--- src/logic/dtc_pkg.sv ---
// Package for the debug entry and trace control block.
// Holds the port register selects, the field layouts, the reset values and the shared types.
// Assumes one core clock. The test port pins reach the block asynchronously.
package dtc_pkg;

   ////////////////////////////////////////////////////////////////////////////
   // Port register selects
   localparam logic [2:0] SEL_CNT   = 3'h0;
   localparam logic [2:0] SEL_CTRL  = 3'h1;
   localparam logic [2:0] SEL_STAT  = 3'h2;
   localparam logic [2:0] SEL_CHAIN = 3'h3;
   localparam logic [2:0] SEL_CMD   = 3'h4;

   // Shift lengths of each register
   localparam logic [6:0] LEN_CNT   = 7'h10;
   localparam logic [6:0] LEN_CTRL  = 7'h04;
   localparam logic [6:0] LEN_STAT  = 7'h03;
   localparam logic [6:0] LEN_CHAIN = 7'h40;
   localparam logic [6:0] LEN_CMD   = 7'h02;
   localparam logic [6:0] LEN_SHIFT = 7'h40;

   // debug_control_reg fields
   localparam int CTRL_DR  = 0;
   localparam int CTRL_TME = 1;
   localparam int CTRL_SEQ = 2;
   localparam int CTRL_MBE = 3;
   localparam logic [3:0] CTRL_RESET = 4'h0;

   // Command fields: release and leave-debug
   localparam int CMD_GO = 0;
   localparam int CMD_EX = 1;

   // cpu_scan_chain layout
   localparam int CHAIN_PC_LSB  = 0;
   localparam int CHAIN_OP_LSB  = 32;
   localparam int CHAIN_CTL_LSB = 48;
   localparam int CTL_FDB       = 7;
   localparam logic [63:0] CHAIN_RESET = 64'h0;

   // Processor mode field codes
   localparam logic [1:0] MODE_RUN   = 2'h0;
   localparam logic [1:0] MODE_LOW   = 2'h1;
   localparam logic [1:0] MODE_DEBUG = 2'h2;

   localparam logic [15:0] CNT_RESET = 16'h0000;

   ////////////////////////////////////////////////////////////////////////////
   // Types
   typedef enum logic [1:0] {ST_RUN, ST_PEND, ST_DEBUG} dtc_state_e;

   typedef struct packed {
      logic       tck;
      logic       tdi;
      logic       shift;
      logic       capture;
      logic       update;
      logic       trst_n;
      logic [2:0] sel;
   } dtc_pins_s;

   typedef struct packed {
      logic        core_reset;
      logic        retired;
      logic        aborted;
      logic        fetch_latched;
      logic        low_power;
      logic        breakpoint_instruction_exec;
      logic        mem_breakpoint_instruction;
      logic [31:0] pc;
      logic [15:0] opcode;
      logic [15:0] state;
   } dtc_core_s;

   typedef struct packed {
      logic       halt_req;
      logic       wake;
      logic       resume;
      logic [1:0] mode;
   } dtc_core_ctl_s;

endpackage : dtc_pkg

--- src/logic/dtc_debug_ctl.sv ---
// Debug entry and trace control: entry causes, trace countdown, status and test port registers.
// Assumes test pins are asynchronous and core strobes are one-cycle pulses on clk.
`timescale 1ns/100ps
`default_nettype none
// How it works
// - Each executed instruction decrements countdown after release
// - Countdown expiry requests debug and sets flag
// - Count one gives two instructions; zero needs sequential
// - Executing at zero count enters debug mode
// - Aborted instructions neither count nor enter debug
// - Mode field reports debug mode
// - Debug request at reset halts before execution
// - Running request halts after next fetch latches
// - Low-power request wakes, then halts after fetch
// - Breakpoint instruction with force enable halts
// - Memory breakpoint halts after causing instruction completes
// - Pipeline state gathered in one scan chain
// - Program counter captured at entry, restored by controller
// - Opcode image holds next opcode at entry
// - Scanned-in opcode executes on leaving debug
// - Exit control state captured, scanned-in value drives exit
// - Mode codes: run, low-power, debug, reserved
// - Flag cleared by test reset or release with leave
// - Hardware reset clears countdown
module dtc_debug_ctl
   import dtc_pkg::*;
(
   // Clock and reset
   input  wire logic          clk,
   input  wire logic          reset_n,
   // Serial test port pins
   input  wire dtc_pins_s     test_pins,
   output logic               tdo_q,
   // Core handshake
   input  wire dtc_core_s     core_in,
   output dtc_core_ctl_s      core_ctl_q,
   // Restore image for the core on exit
   output logic        [63:0] restore_chain
);

   ////////////////////////////////////////////////////////////////////////////
   // Pin synchroniser and edge detect
   dtc_pins_s pin_s1_q, pin_s2_q, pin_s3_q;

   always_ff @(posedge clk or negedge reset_n) begin
      if (!reset_n) begin
         pin_s1_q <= '0;
         pin_s2_q <= '0;
         pin_s3_q <= '0;
      end else begin
         pin_s1_q <= test_pins;
         pin_s2_q <= pin_s1_q;
         pin_s3_q <= pin_s2_q;
      end
   end

   logic tck_rise, cap_rise, upd_rise, test_reset;
   assign tck_rise   = pin_s2_q.tck & ~pin_s3_q.tck;
   assign cap_rise   = pin_s2_q.capture & ~pin_s3_q.capture;
   assign upd_rise   = pin_s2_q.update & ~pin_s3_q.update;
   assign test_reset = ~pin_s2_q.trst_n;

   // Right-align the last w bits shifted in
   function automatic logic [63:0] take_field(input logic [63:0] sr, input logic [6:0] w);
      take_field = sr >> (LEN_SHIFT - w);
   endfunction : take_field

   ////////////////////////////////////////////////////////////////////////////
   // Shift register and port register writes
   logic [63:0] sr_q, sr_d, chain_q;
   logic [3:0]  ctrl_q, ctrl_d;
   logic        tdo_d, load_cnt, load_chain, go_cmd, ex_cmd;
   logic [15:0] cnt_q;
   logic        to_q;
   logic [1:0]  mode_q;

   // Register fields right-aligned from the shift register
   logic [63:0] fld_cnt, fld_ctrl, fld_cmd, fld_chain;
   assign fld_cnt   = take_field(sr_q, LEN_CNT);
   assign fld_ctrl  = take_field(sr_q, LEN_CTRL);
   assign fld_cmd   = take_field(sr_q, LEN_CMD);
   assign fld_chain = take_field(sr_q, LEN_CHAIN);

   always_comb begin
      sr_d       = sr_q;
      ctrl_d     = ctrl_q;
      load_cnt   = 1'b0;
      load_chain = 1'b0;
      go_cmd     = 1'b0;
      ex_cmd     = 1'b0;
      if (cap_rise) begin
         unique case (pin_s2_q.sel)
            SEL_CNT:   sr_d = {48'h0, cnt_q};
            SEL_CTRL:  sr_d = {60'h0, ctrl_q};
            SEL_STAT:  sr_d = {61'h0, mode_q, to_q};
            SEL_CHAIN: sr_d = chain_q;
            default:   sr_d = 64'h0;
         endcase
      end else if (tck_rise && pin_s2_q.shift) begin
         sr_d = {pin_s2_q.tdi, sr_q[63:1]};
      end
      if (upd_rise) begin
         unique case (pin_s2_q.sel)
            SEL_CNT:   load_cnt = 1'b1;
            SEL_CTRL:  ctrl_d = fld_ctrl[3:0];
            SEL_CHAIN: load_chain = 1'b1;
            SEL_CMD: begin
               go_cmd = fld_cmd[CMD_GO];
               ex_cmd = fld_cmd[CMD_EX];
            end
            default: ;
         endcase
      end
      tdo_d = sr_d[0];
   end

   always_ff @(posedge clk or negedge reset_n) begin
      if (!reset_n) begin
         sr_q   <= 64'h0;
         ctrl_q <= CTRL_RESET;
         tdo_q  <= 1'b0;
      end else begin
         sr_q   <= sr_d;
         ctrl_q <= ctrl_d;
         tdo_q  <= tdo_d;
      end
   end

   ////////////////////////////////////////////////////////////////////////////
   // Debug entry, trace countdown and status
   dtc_state_e state_q, state_d;
   logic [15:0] cnt_d;
   logic        armed_q, armed_d, mpend_q, mpend_d, to_d, enter_now, to_set, exec;
   logic        dr, fdb;
   dtc_core_ctl_s core_ctl_d;

   assign exec = core_in.retired & ~core_in.aborted;
   assign dr   = ctrl_q[CTRL_DR];
   assign fdb  = chain_q[CHAIN_CTL_LSB + CTL_FDB];

   always_comb begin
      state_d    = state_q;
      cnt_d      = cnt_q;
      armed_d    = armed_q;
      mpend_d    = mpend_q;
      enter_now  = 1'b0;
      to_set     = 1'b0;
      core_ctl_d = '0;
      if (state_q != ST_DEBUG) begin
         if (armed_q && exec) begin
            if (cnt_q == 16'h0) begin
               enter_now = 1'b1;
               to_set    = 1'b1;
            end else begin
               cnt_d = cnt_q - 16'h1;
            end
         end
         if (mpend_q && exec) begin
            enter_now = 1'b1;
         end
         if (core_in.mem_breakpoint_instruction && ctrl_q[CTRL_MBE]) begin
            mpend_d = 1'b1;
         end
         if (dr || (core_in.breakpoint_instruction_exec && fdb)) begin
            state_d = ST_PEND;
         end
         if (dr && core_in.low_power) begin
            core_ctl_d.wake = 1'b1;
         end
         if (state_q == ST_PEND && core_in.fetch_latched) begin
            enter_now = 1'b1;
         end
      end else if (go_cmd) begin
         state_d            = ST_RUN;
         core_ctl_d.resume  = 1'b1;
         armed_d = ctrl_q[CTRL_TME] && (cnt_q != 16'h0 || ctrl_q[CTRL_SEQ]);
      end
      if (core_in.core_reset) begin
         cnt_d   = CNT_RESET;
         armed_d = 1'b0;
         mpend_d = 1'b0;
         state_d = ST_RUN;
         enter_now = dr && (state_q != ST_DEBUG);
         to_set    = 1'b0;
      end
      if (enter_now) begin
         state_d = ST_DEBUG;
         armed_d = 1'b0;
         mpend_d = 1'b0;
      end
      if (state_q == ST_DEBUG && core_in.core_reset) begin
         state_d = ST_DEBUG;
      end
      if (load_cnt) begin
         cnt_d = fld_cnt[15:0];
      end
      to_d = to_set | (to_q & ~(test_reset | (go_cmd & ex_cmd & state_q == ST_DEBUG)));
      core_ctl_d.halt_req = (state_d == ST_DEBUG);
      if (state_d == ST_DEBUG) begin
         core_ctl_d.mode = MODE_DEBUG;
      end else if (core_in.low_power && !core_ctl_d.wake) begin
         core_ctl_d.mode = MODE_LOW;
      end else begin
         core_ctl_d.mode = MODE_RUN;
      end
   end

   always_ff @(posedge clk or negedge reset_n) begin
      if (!reset_n) begin
         state_q    <= ST_RUN;
         cnt_q      <= CNT_RESET;
         armed_q    <= 1'b0;
         mpend_q    <= 1'b0;
         to_q       <= 1'b0;
         core_ctl_q <= '0;
      end else begin
         state_q    <= state_d;
         cnt_q      <= cnt_d;
         armed_q    <= armed_d;
         mpend_q    <= mpend_d;
         to_q       <= to_d;
         core_ctl_q <= core_ctl_d;
      end
   end

   assign mode_q = core_ctl_q.mode;

   ////////////////////////////////////////////////////////////////////////////
   // Scan chain
   dtc_scan_chain u_chain (
      .clk        (clk),
      .reset_n    (reset_n),
      .capture_en (enter_now),
      .cpu_pc     (core_in.pc),
      .cpu_opcode (core_in.opcode),
      .cpu_state  (core_in.state),
      .load_en    (load_chain),
      .load_data  (fld_chain),
      .chain_q    (chain_q)
   );

   assign restore_chain = chain_q;
endmodule : dtc_debug_ctl
`default_nettype wire

--- src/logic/dtc_scan_chain.sv ---
// Pipeline state scan chain: saved program counter, next opcode image, exit control state.
// Assumes capture and load strobes come from logic on the same clock.
`timescale 1ns/100ps
`default_nettype none
module dtc_scan_chain
   import dtc_pkg::*;
(
   // Clock and reset
   input  wire logic        clk,
   input  wire logic        reset_n,
   // Capture from core at debug entry
   input  wire logic        capture_en,
   input  wire logic [31:0] cpu_pc,
   input  wire logic [15:0] cpu_opcode,
   input  wire logic [15:0] cpu_state,
   // Load from the test port
   input  wire logic        load_en,
   input  wire logic [63:0] load_data,
   // Chain contents
   output logic      [63:0] chain_q
);

   logic [63:0] chain_d;

   always_comb begin
      chain_d = chain_q;
      if (load_en) begin
         chain_d = load_data;
      end else if (capture_en) begin
         chain_d = {cpu_state, cpu_opcode, cpu_pc};
      end
   end

   always_ff @(posedge clk or negedge reset_n) begin
      if (!reset_n) begin
         chain_q <= CHAIN_RESET;
      end else begin
         chain_q <= chain_d;
      end
   end

endmodule : dtc_scan_chain
`default_nettype wire

--- config.mk ---
export PLATFORM = sky130hd
export DESIGN_NAME = dtc_debug_ctl
export DESIGN_NICKNAME = d
export VERILOG_FILES = /design/src/logic/dtc_pkg.sv /design/src/logic/dtc_debug_ctl.sv /design/src/logic/dtc_scan_chain.sv
export SDC_FILE = /design/constraint.sdc
export NUM_CORES = 1
export LEC_CHECK = 0
export BUFFER_PORTS_ARGS = -buffer_cell sky130_fd_sc_hd__buf_4
export CORE_ASPECT_RATIO = 0.8
export CORE_MARGIN = 10
export CORE_UTILIZATION = 35
export DETAILED_ROUTE_END_ITERATION = 10
export PLACE_DENSITY = 0.59
export SETUP_SLACK_MARGIN = 0.3
export SLEW_MARGIN = 10
export SYNTH_ARGS = -nofsm -noshare
export SYNTH_HDL_FRONTEND = slang
export SYNTH_HIERARCHICAL = 1
export SYNTH_SLANG_ARGS = --single-unit
--- constraint.sdc ---
create_clock -name clk -period 3.5 [get_ports clk]
set_input_delay 0 -clock clk [delete_from_list [all_inputs] [get_ports clk]]
set_output_delay 0 -clock clk [all_outputs]
set_load 0.005 [all_outputs]
==> impl_metrics.env, run 1 <==
export IMPL_arrival_ns=3.07
export IMPL_final_core_util=0.4824
export IMPL_die_area_mm2=0.02997
export IMPL_clk_pin_slew_ns=0.07
export IMPL_instances_no_fill=1307
export IMPL_hold_depth=4
export IMPL_timing_critical_path_buf_inv=1
export IMPL_drc=0
export IMPL_critPathMaxStageDelay_ns=0.68
export IMPL_place_inst=1195
export IMPL_slowest_stage="or4_1"
export IMPL_finalHoldViolCount=0
export IMPL_grt_pass1_wl_um=39150
export IMPL_grt_max_degree=105
export IMPL_gp_congestion=0.8927
export IMPL_rows=49
export IMPL_rr_worst_depth=6
export IMPL_required_ns=3.79
export IMPL_synth_edf_count=0
export IMPL_drt_wirelength_per_cell_um=18.46
export IMPL_drive_gt1_frac=0.2178
export IMPL_rrSetupSlack_ns=0.73
export IMPL_cts_buffer_depth=2
export IMPL_max_cap_viol_count=0
export IMPL_post_route_period_util=0.7918
export IMPL_num_io_pins=152
export IMPL_cts_tree="built"
export IMPL_fin_hold_ws_ns=0.2064
export IMPL_tightest_slew_ns=1.084
export IMPL_diodes=0
export IMPL_fp_dieW_um=191.1
export IMPL_total_leakage_power_nw=4.613
export IMPL_cts_max_level=4
export IMPL_r2r_end="u_chain/chain_q[13]"
export IMPL_max_freq_mhz=360.8
export IMPL_synth_distinct_cells=58
export IMPL_slew_violations=0
export IMPL_syn_inst=786
export IMPL_hold_end="state_q[0]"
export IMPL_startpoint_type="flop"
export IMPL_powerDensity_mw_per_mm2=700.2
export IMPL_ys_warn_count=6
export IMPL_setup_tns_ns=0
export IMPL_drtPass1Iterations=8
export IMPL_vdd_drop_max_v=0.0002796
export IMPL_critPathTopFamily="simple AND/OR/NAND/NOR gates"
export IMPL_io_buffers=151
export IMPL_outcome="finished clean"
export IMPL_coreArea_mm2=0.02275
export IMPL_first_global_vias=6796
export IMPL_rsz0062_at_grt="no"
export IMPL_worst_slack_ns=0.7287
export IMPL_grt_usage=0.1622
export IMPL_ys_seq_area_frac=0.5436
export IMPL_synthFlopType="dfrtp_1"
export IMPL_fin_nets=1072
export IMPL_globalRouteOverflowTotal=0
export IMPL_period_minus_slack_ns=2.771
export IMPL_dpl_cell_area_mm2=0.009545
export IMPL_end_kind="flop"
export IMPL_insertion_delay_ns=0.43
export IMPL_area_growth_pct=33.91
export IMPL_antenna_found_initial=1
export IMPL_post_dp_hpwl_um=16290
export IMPL_die_h_um=156.9
export IMPL_reg2reg_from="cnt_q[10]"
export IMPL_initial_core_util=0.3603
export IMPL_vias=6723
export IMPL_viasPerCell=5.144
export IMPL_finalClockSkew_ns=0.01289
export IMPL_cts_made_buffers=17
export IMPL_fill_cells=2105
export IMPL_syn_area_per_cell_um2=10.43
export IMPL_cp_max_fo=28
export IMPL_synth_seq_cells=178
export IMPL_final_antenna_net_count=0
export IMPL_post_place_ws_ns=0.7452
export IMPL_cts_sinks=178
export IMPL_mappedNetlistNets=870
export IMPL_p_total_mw=7.683
export IMPL_drt_iter0_drc=576
export IMPL_fin_area_mm2=0.01097
export IMPL_critical_path_class="flop to flop"
export IMPL_min_delay_start="core_in[69]"
export IMPL_cp_cell_sequence="or4_1, nand4b_4, o32ai_4, buf_4, mux2i_1, o21ai_1"
export IMPL_slew_headroom=0.2747
export IMPL_synthArstFlopShare=1.000
export IMPL_setup_viol=0
export IMPL_synth_area_mm2=0.008194
export IMPL_postCtsSetupRepairBufs=0
export IMPL_totalWireLength_um=24130
export IMPL_hold_path_class="input port to flop"
export IMPL_cts_root_buf="clkbuf_16"
-- logic make-up (layout without fill, tap and decap cells) --
logic type / after synthesis / in the layout / synth area share
AOI/OAI and AO/OA: 248 / 248 / 0.1892
xor gates and xnor gates: 10 / 10 / 0.01069
adders and majority gates: 2 / 2 / 0.003053
buffers and inverters: 65 / 280 / 0.04107
DFF: 178 / 178 / 0.5436
muxes: 73 / 73 / 0.09497
and+or+nand+nor: 210 / 210 / 0.1174
-- cell usage in the layout, fill, tap and decap left out, types with 4 or more instances in the layout --
master / netlist / routed
nor3_1: 7 / 5
clkbuf_16: 0 / 17
inv_1: 4 / 4
inv_6: 0 / 4
o21ai_0: 17 / 16
mux2i_1: 65 / 65
bufinv_16: 0 / 4
mux2_2: 4 / 4
xor2_1: 5 / 5
o21ai_1: 63 / 63
buf_4: 2 / 161
dlygate4sd3_1: 0 / 80
a22o_1: 14 / 14
xnor2_1: 5 / 5
nand2_1: 86 / 86
nand4_1: 5 / 5
nor2_1: 81 / 81
a22oi_1: 64 / 64
nand3_1: 5 / 5
dfrtp_1: 178 / 178
a21oi_1: 68 / 68
-- flip-flops by register name, summed over array words and instances, names as in the netlist, 2 cells and up --
register / cells
core_ctl_q: 3
u_chain/chain_q: 64
fld_chain: 64
pin_s3_q: 3
state_q: 2
cnt_q: 16
ctrl_q: 4
pin_s2_q: 9
pin_s1_q: 9
-- cell usage after synthesis (all sizes together), types with 2 or more instances --
| master | count | area [µm²] |
|---|---|---|
| buf | 20 | 167.7 |
| clkbuf | 41 | 153.9 |
| dfrtp | 178 | 4454 |
| xor2 | 5 | 43.79 |
| o21ai | 80 | 400.4 |
| nor4 | 4 | 55.05 |
| mux2i | 65 | 650.6 |
| nand4 | 5 | 31.28 |
| nor3b | 2 | 15.01 |
| nor4b | 4 | 47.55 |
| a21oi | 68 | 340.3 |
| a32oi | 2 | 17.52 |
| xnor2 | 5 | 43.79 |
| ha | 2 | 25.02 |
| and3 | 2 | 12.51 |
| nand3 | 5 | 25.02 |
| nand2 | 86 | 322.8 |
| mux4 | 3 | 67.56 |
| mux2 | 5 | 60.05 |
| a22o | 14 | 122.6 |
| a2111oi | 2 | 20.02 |
| nand2b | 4 | 25.02 |
| a22oi | 64 | 480.5 |
| inv | 4 | 15.01 |
| o21a | 2 | 15.01 |
| a31o | 2 | 17.52 |
| o31ai | 3 | 22.52 |
| nor2 | 81 | 304.0 |
| nor3 | 7 | 35.03 |
| and2 | 2 | 12.51 |
-- worst reg2reg max path, stage by stage (launching register included) --
cell	delay [ns]
dfrtp_1	0.45
or4_1	0.68
nand4b_4	0.32
o32ai_4	0.37
buf_4	0.45
mux2i_1	0.31
o21ai_1	0.07
-- worst max path at each step --
stage,start,end,slack (ns),cells past startpoint
final,cnt_q[10],u_chain/chain_q[13],0.73,6
after global routing,cnt_q[10],u_chain/chain_q[16],0.56,6
after CTS,cnt_q[10],armed_q,0.73,6
after detailed placement,cnt_q[10],armed_q,0.75,6
after global placement,cnt_q[10],armed_q,0.79,6
after floorplan,cnt_q[10],u_chain/chain_q[10],1.15,8
-- where the power goes --
part	leakage [nW]	internal (mW)	total (mW)	switching (mW)
clock network	0.300	1.20	2.06	0.859
logic	2.22	1.25	2.27	1.02
registers	2.09	2.68	3.35	0.677
total	4.61	5.13	7.68	2.55
-- final cells by class --
cell class	instances	area, µm²	area share
clock buffer	17	425.4	0.03877
sequential	178	4454	0.4059
multi-input combinational	543	3433	0.3129
inverter	4	15.01	0.001368
tap	306	382.9	0.03489
timing repair buffer	244	2061	0.1878
clock inverter	15	201.4	0.01836
-- timing repair --
item	4_1_cts	5_1_grt
hold buffers	80	0
endpoints found under the hold margin	180	0
resized for setup	0	0
-- routing by layer --
layer / up-vias / part of all wire / global-route usage
met5: - / 0.00054 / 0
met1: 3264 / 0.50 / 0.2400
met3: 13 / 0.073 / 0.04909
met4: 2 / 0.0066 / 0.02859
li1: 3241 / - / -
met2: 203 / 0.42 / 0.2281
Note: power is estimated with default switching activity, not from simulation.
==> run 2, diff against run 1 <==
--- a/config.mk
+++ b/config.mk
@@ -10,7 +10,7 @@
 export CORE_MARGIN = 10
 export CORE_UTILIZATION = 35
 export DETAILED_ROUTE_END_ITERATION = 10
-export PLACE_DENSITY = 0.59
+export PLACE_DENSITY = 0.61
 export SETUP_SLACK_MARGIN = 0.3
 export SLEW_MARGIN = 10
 export SYNTH_ARGS = -nofsm -noshare
==> constraint.sdc (replaced) <==
create_clock -name clk -period 2.54 [get_ports clk]
set_input_delay 0 -clock clk [delete_from_list [all_inputs] [get_ports clk]]
set_output_delay 0 -clock clk [all_outputs]
set_load 0.005 [all_outputs]
==> run 2 against run 1 <==
Sequential power rose by 38%. Critical path depth grew 1. Worst setup slack got worse by 0.51 ns. Flip-flop and latch count stayed put. Utilization is 2.2 points higher. Non-clock buffer count rose by 25. Die area stayed put. Clock-buffer cell count increased by 3. Fmax up 20%. Clock power rose by 36%. Clock skew up 0.00073 ns. Sequential share of layout area is 1.7 points lower. Critical path type unchanged. Critical endpoint is now u_chain/chain_q[56]. Largest cell class unchanged. Largest power group unchanged. Highest routed layer is now met4.
==> impl_metrics.env, run 2 (synthesis gave the netlist of run 1 again) <==
export IMPL_drc=0
export IMPL_multiInputGateArea_mm2=0.003497
export IMPL_fp_dieW_um=191.1
export IMPL_die_area_mm2=0.02997
export IMPL_dpl_cell_area_mm2=0.009696
export IMPL_fin_area_mm2=0.01146
export IMPL_cts_sinks=178
export IMPL_initial_core_util=0.3603
export IMPL_diodes=0
export IMPL_period_minus_slack_ns=2.316
export IMPL_critPathTopFamily="simple AND/OR/NAND/NOR gates"
export IMPL_viasPerCell=5.242
export IMPL_drt_wirelength_per_cell_um=19.63
export IMPL_drtPass1Iterations=7
export IMPL_grt_pass1_wl_um=39920
export IMPL_io_buffers=151
export IMPL_drive_gt1_frac=0.2495
export IMPL_post_place_ws_ns=0.1471
export IMPL_wl_met1_um=12650
export IMPL_finalClockSkew_ns=0.01362
export IMPL_total_leakage_power_nw=4.830
export IMPL_first_global_vias=6953
export IMPL_wl_met2_um=11150
export IMPL_end_kind="flop"
export IMPL_max_cap_viol_count=0
export IMPL_vdd_drop_max_v=0.0004374
export IMPL_timing_critical_path_buf_inv=2
export IMPL_hold_path_class="input port to asynchronous set/reset pin"
export IMPL_cts_max_level=4
export IMPL_grt_usage=0.1668
export IMPL_cts_tree="built"
export IMPL_drt_iter0_drc=657
export IMPL_area_growth_pct=39.90
export IMPL_cts_buffer_depth=2
export IMPL_vias=6983
export IMPL_rows=49
export IMPL_slowest_stage="or4_4"
export IMPL_top_layer="met4"
export IMPL_setup_tns_ns=0
export IMPL_cp_cell_sequence="or4_4, nand4b_4, o32ai_4, buf_12, clkbuf_16, mux2i_1, o21ai_1"
export IMPL_outcome="finished clean"
export IMPL_dr_wl_met3_um=2089
export IMPL_post_route_period_util=0.9120
export IMPL_critical_path_class="flop to flop"
export IMPL_most_common_layout_cells="178 x dfrtp_1, 170 x buf_4, 86 x nand2_1, 80 x nor2_1, 79 x dlygate4sd3_1"
export IMPL_worst_slack_ns=0.2235
export IMPL_antenna_found_initial=0
export IMPL_slew_headroom=0.4685
export IMPL_fill_cells=2045
export IMPL_required_ns=2.84
export IMPL_slew_violations=0
export IMPL_cts_made_buffers=17
export IMPL_finalHoldViolCount=0
export IMPL_final_antenna_net_count=0
export IMPL_rsz0062_at_grt="yes"
export IMPL_max_freq_mhz=431.7
export IMPL_num_io_pins=152
export IMPL_cp_max_fo=9
export IMPL_setup_viol=0
export IMPL_coreArea_mm2=0.02275
export IMPL_die_h_um=156.9
export IMPL_fin_nets=1097
export IMPL_totalWireLength_um=26150
export IMPL_final_core_util=0.5040
export IMPL_globalRouteOverflowTotal=0
export IMPL_critPathMaxStageDelay_ns=0.55
export IMPL_cts_root_buf="clkbuf_16"
export IMPL_insertion_delay_ns=0.44
export IMPL_post_dp_hpwl_um=16480
export IMPL_final_common_cell="dfrtp_1"
export IMPL_tightest_slew_ns=0.7964
export IMPL_gp_congestion=0.9118
export IMPL_clk_pin_slew_ns=0.08
export IMPL_startpoint_type="flop"
export IMPL_grt_max_degree=129
export IMPL_seq_area_mm2=0.004454
export IMPL_powerDensity_mw_per_mm2=970.5
export IMPL_arrival_ns=2.62
## run 2: path summary, 6_finish.rpt
kind                               from             endpoint  slack [ns]  depth (start not counted)
min reg2reg                 pin_s1_q[8]          pin_s2_q[8]        0.35                          0
min in group clk           test_pins[0]          pin_s1_q[0]        0.21                          2
min                             reset_n   u_chain/chain_q[9]        0.17                          2
max in group asynchronous       reset_n        fld_chain[61]        1.54                          3
max                           cnt_q[10]  u_chain/chain_q[56]        0.22                          7
max reg2reg                   cnt_q[10]  u_chain/chain_q[56]        0.22                          7
## run 2: area by class of cell
cell class | instances | area share
Inverter | 4 | 0.001310
Clock buffer | 20 | 0.03984
Tap cell | 306 | 0.03340
Multi-Input combinational cell | 543 | 0.3051
Clock inverter | 12 | 0.01495
Timing Repair Buffer | 269 | 0.2169
Sequential cell | 178 | 0.3886
## run 2: power breakdown
| part | internal [mW] | total, mW | switching [mW] |
|---|---|---|---|
| clock network | 1.63 | 2.81 | 1.19 |
| registers | 3.69 | 4.61 | 0.917 |
| logic | 2.07 | 3.71 | 1.64 |
| total | 7.39 | 11.1 | 3.74 |
## run 2: per-stage QoR
stage	total power, mW	hold slack [ns]	std cells
final	11.13	0.1699	1332
after global routing	11.78	0.2015	1332
after CTS	10.88	0.1972	1322
after detailed placement	7.827	0.1069	1205
after global placement	7.759	0.09758	1205
after floorplan	6.084	-0.2956	786
## run 2: layer usage
metal | up-vias | GRT usage
li1 | 3299 | -
met1 | 3435 | 0.2400
met2 | 228 | 0.2377
met3 | 21 | 0.05420
met4 | 0 | 0.03453
met5 | - | 0
## run 2: timing repair
item	in CTS	in global routing
buffers inserted	4	3
cloned	2	7
pin swaps	1	7
hold buffers	79	0
setup endpoints to repair	65	67
gates resized for setup	5	18
hold endpoints to repair	154	0
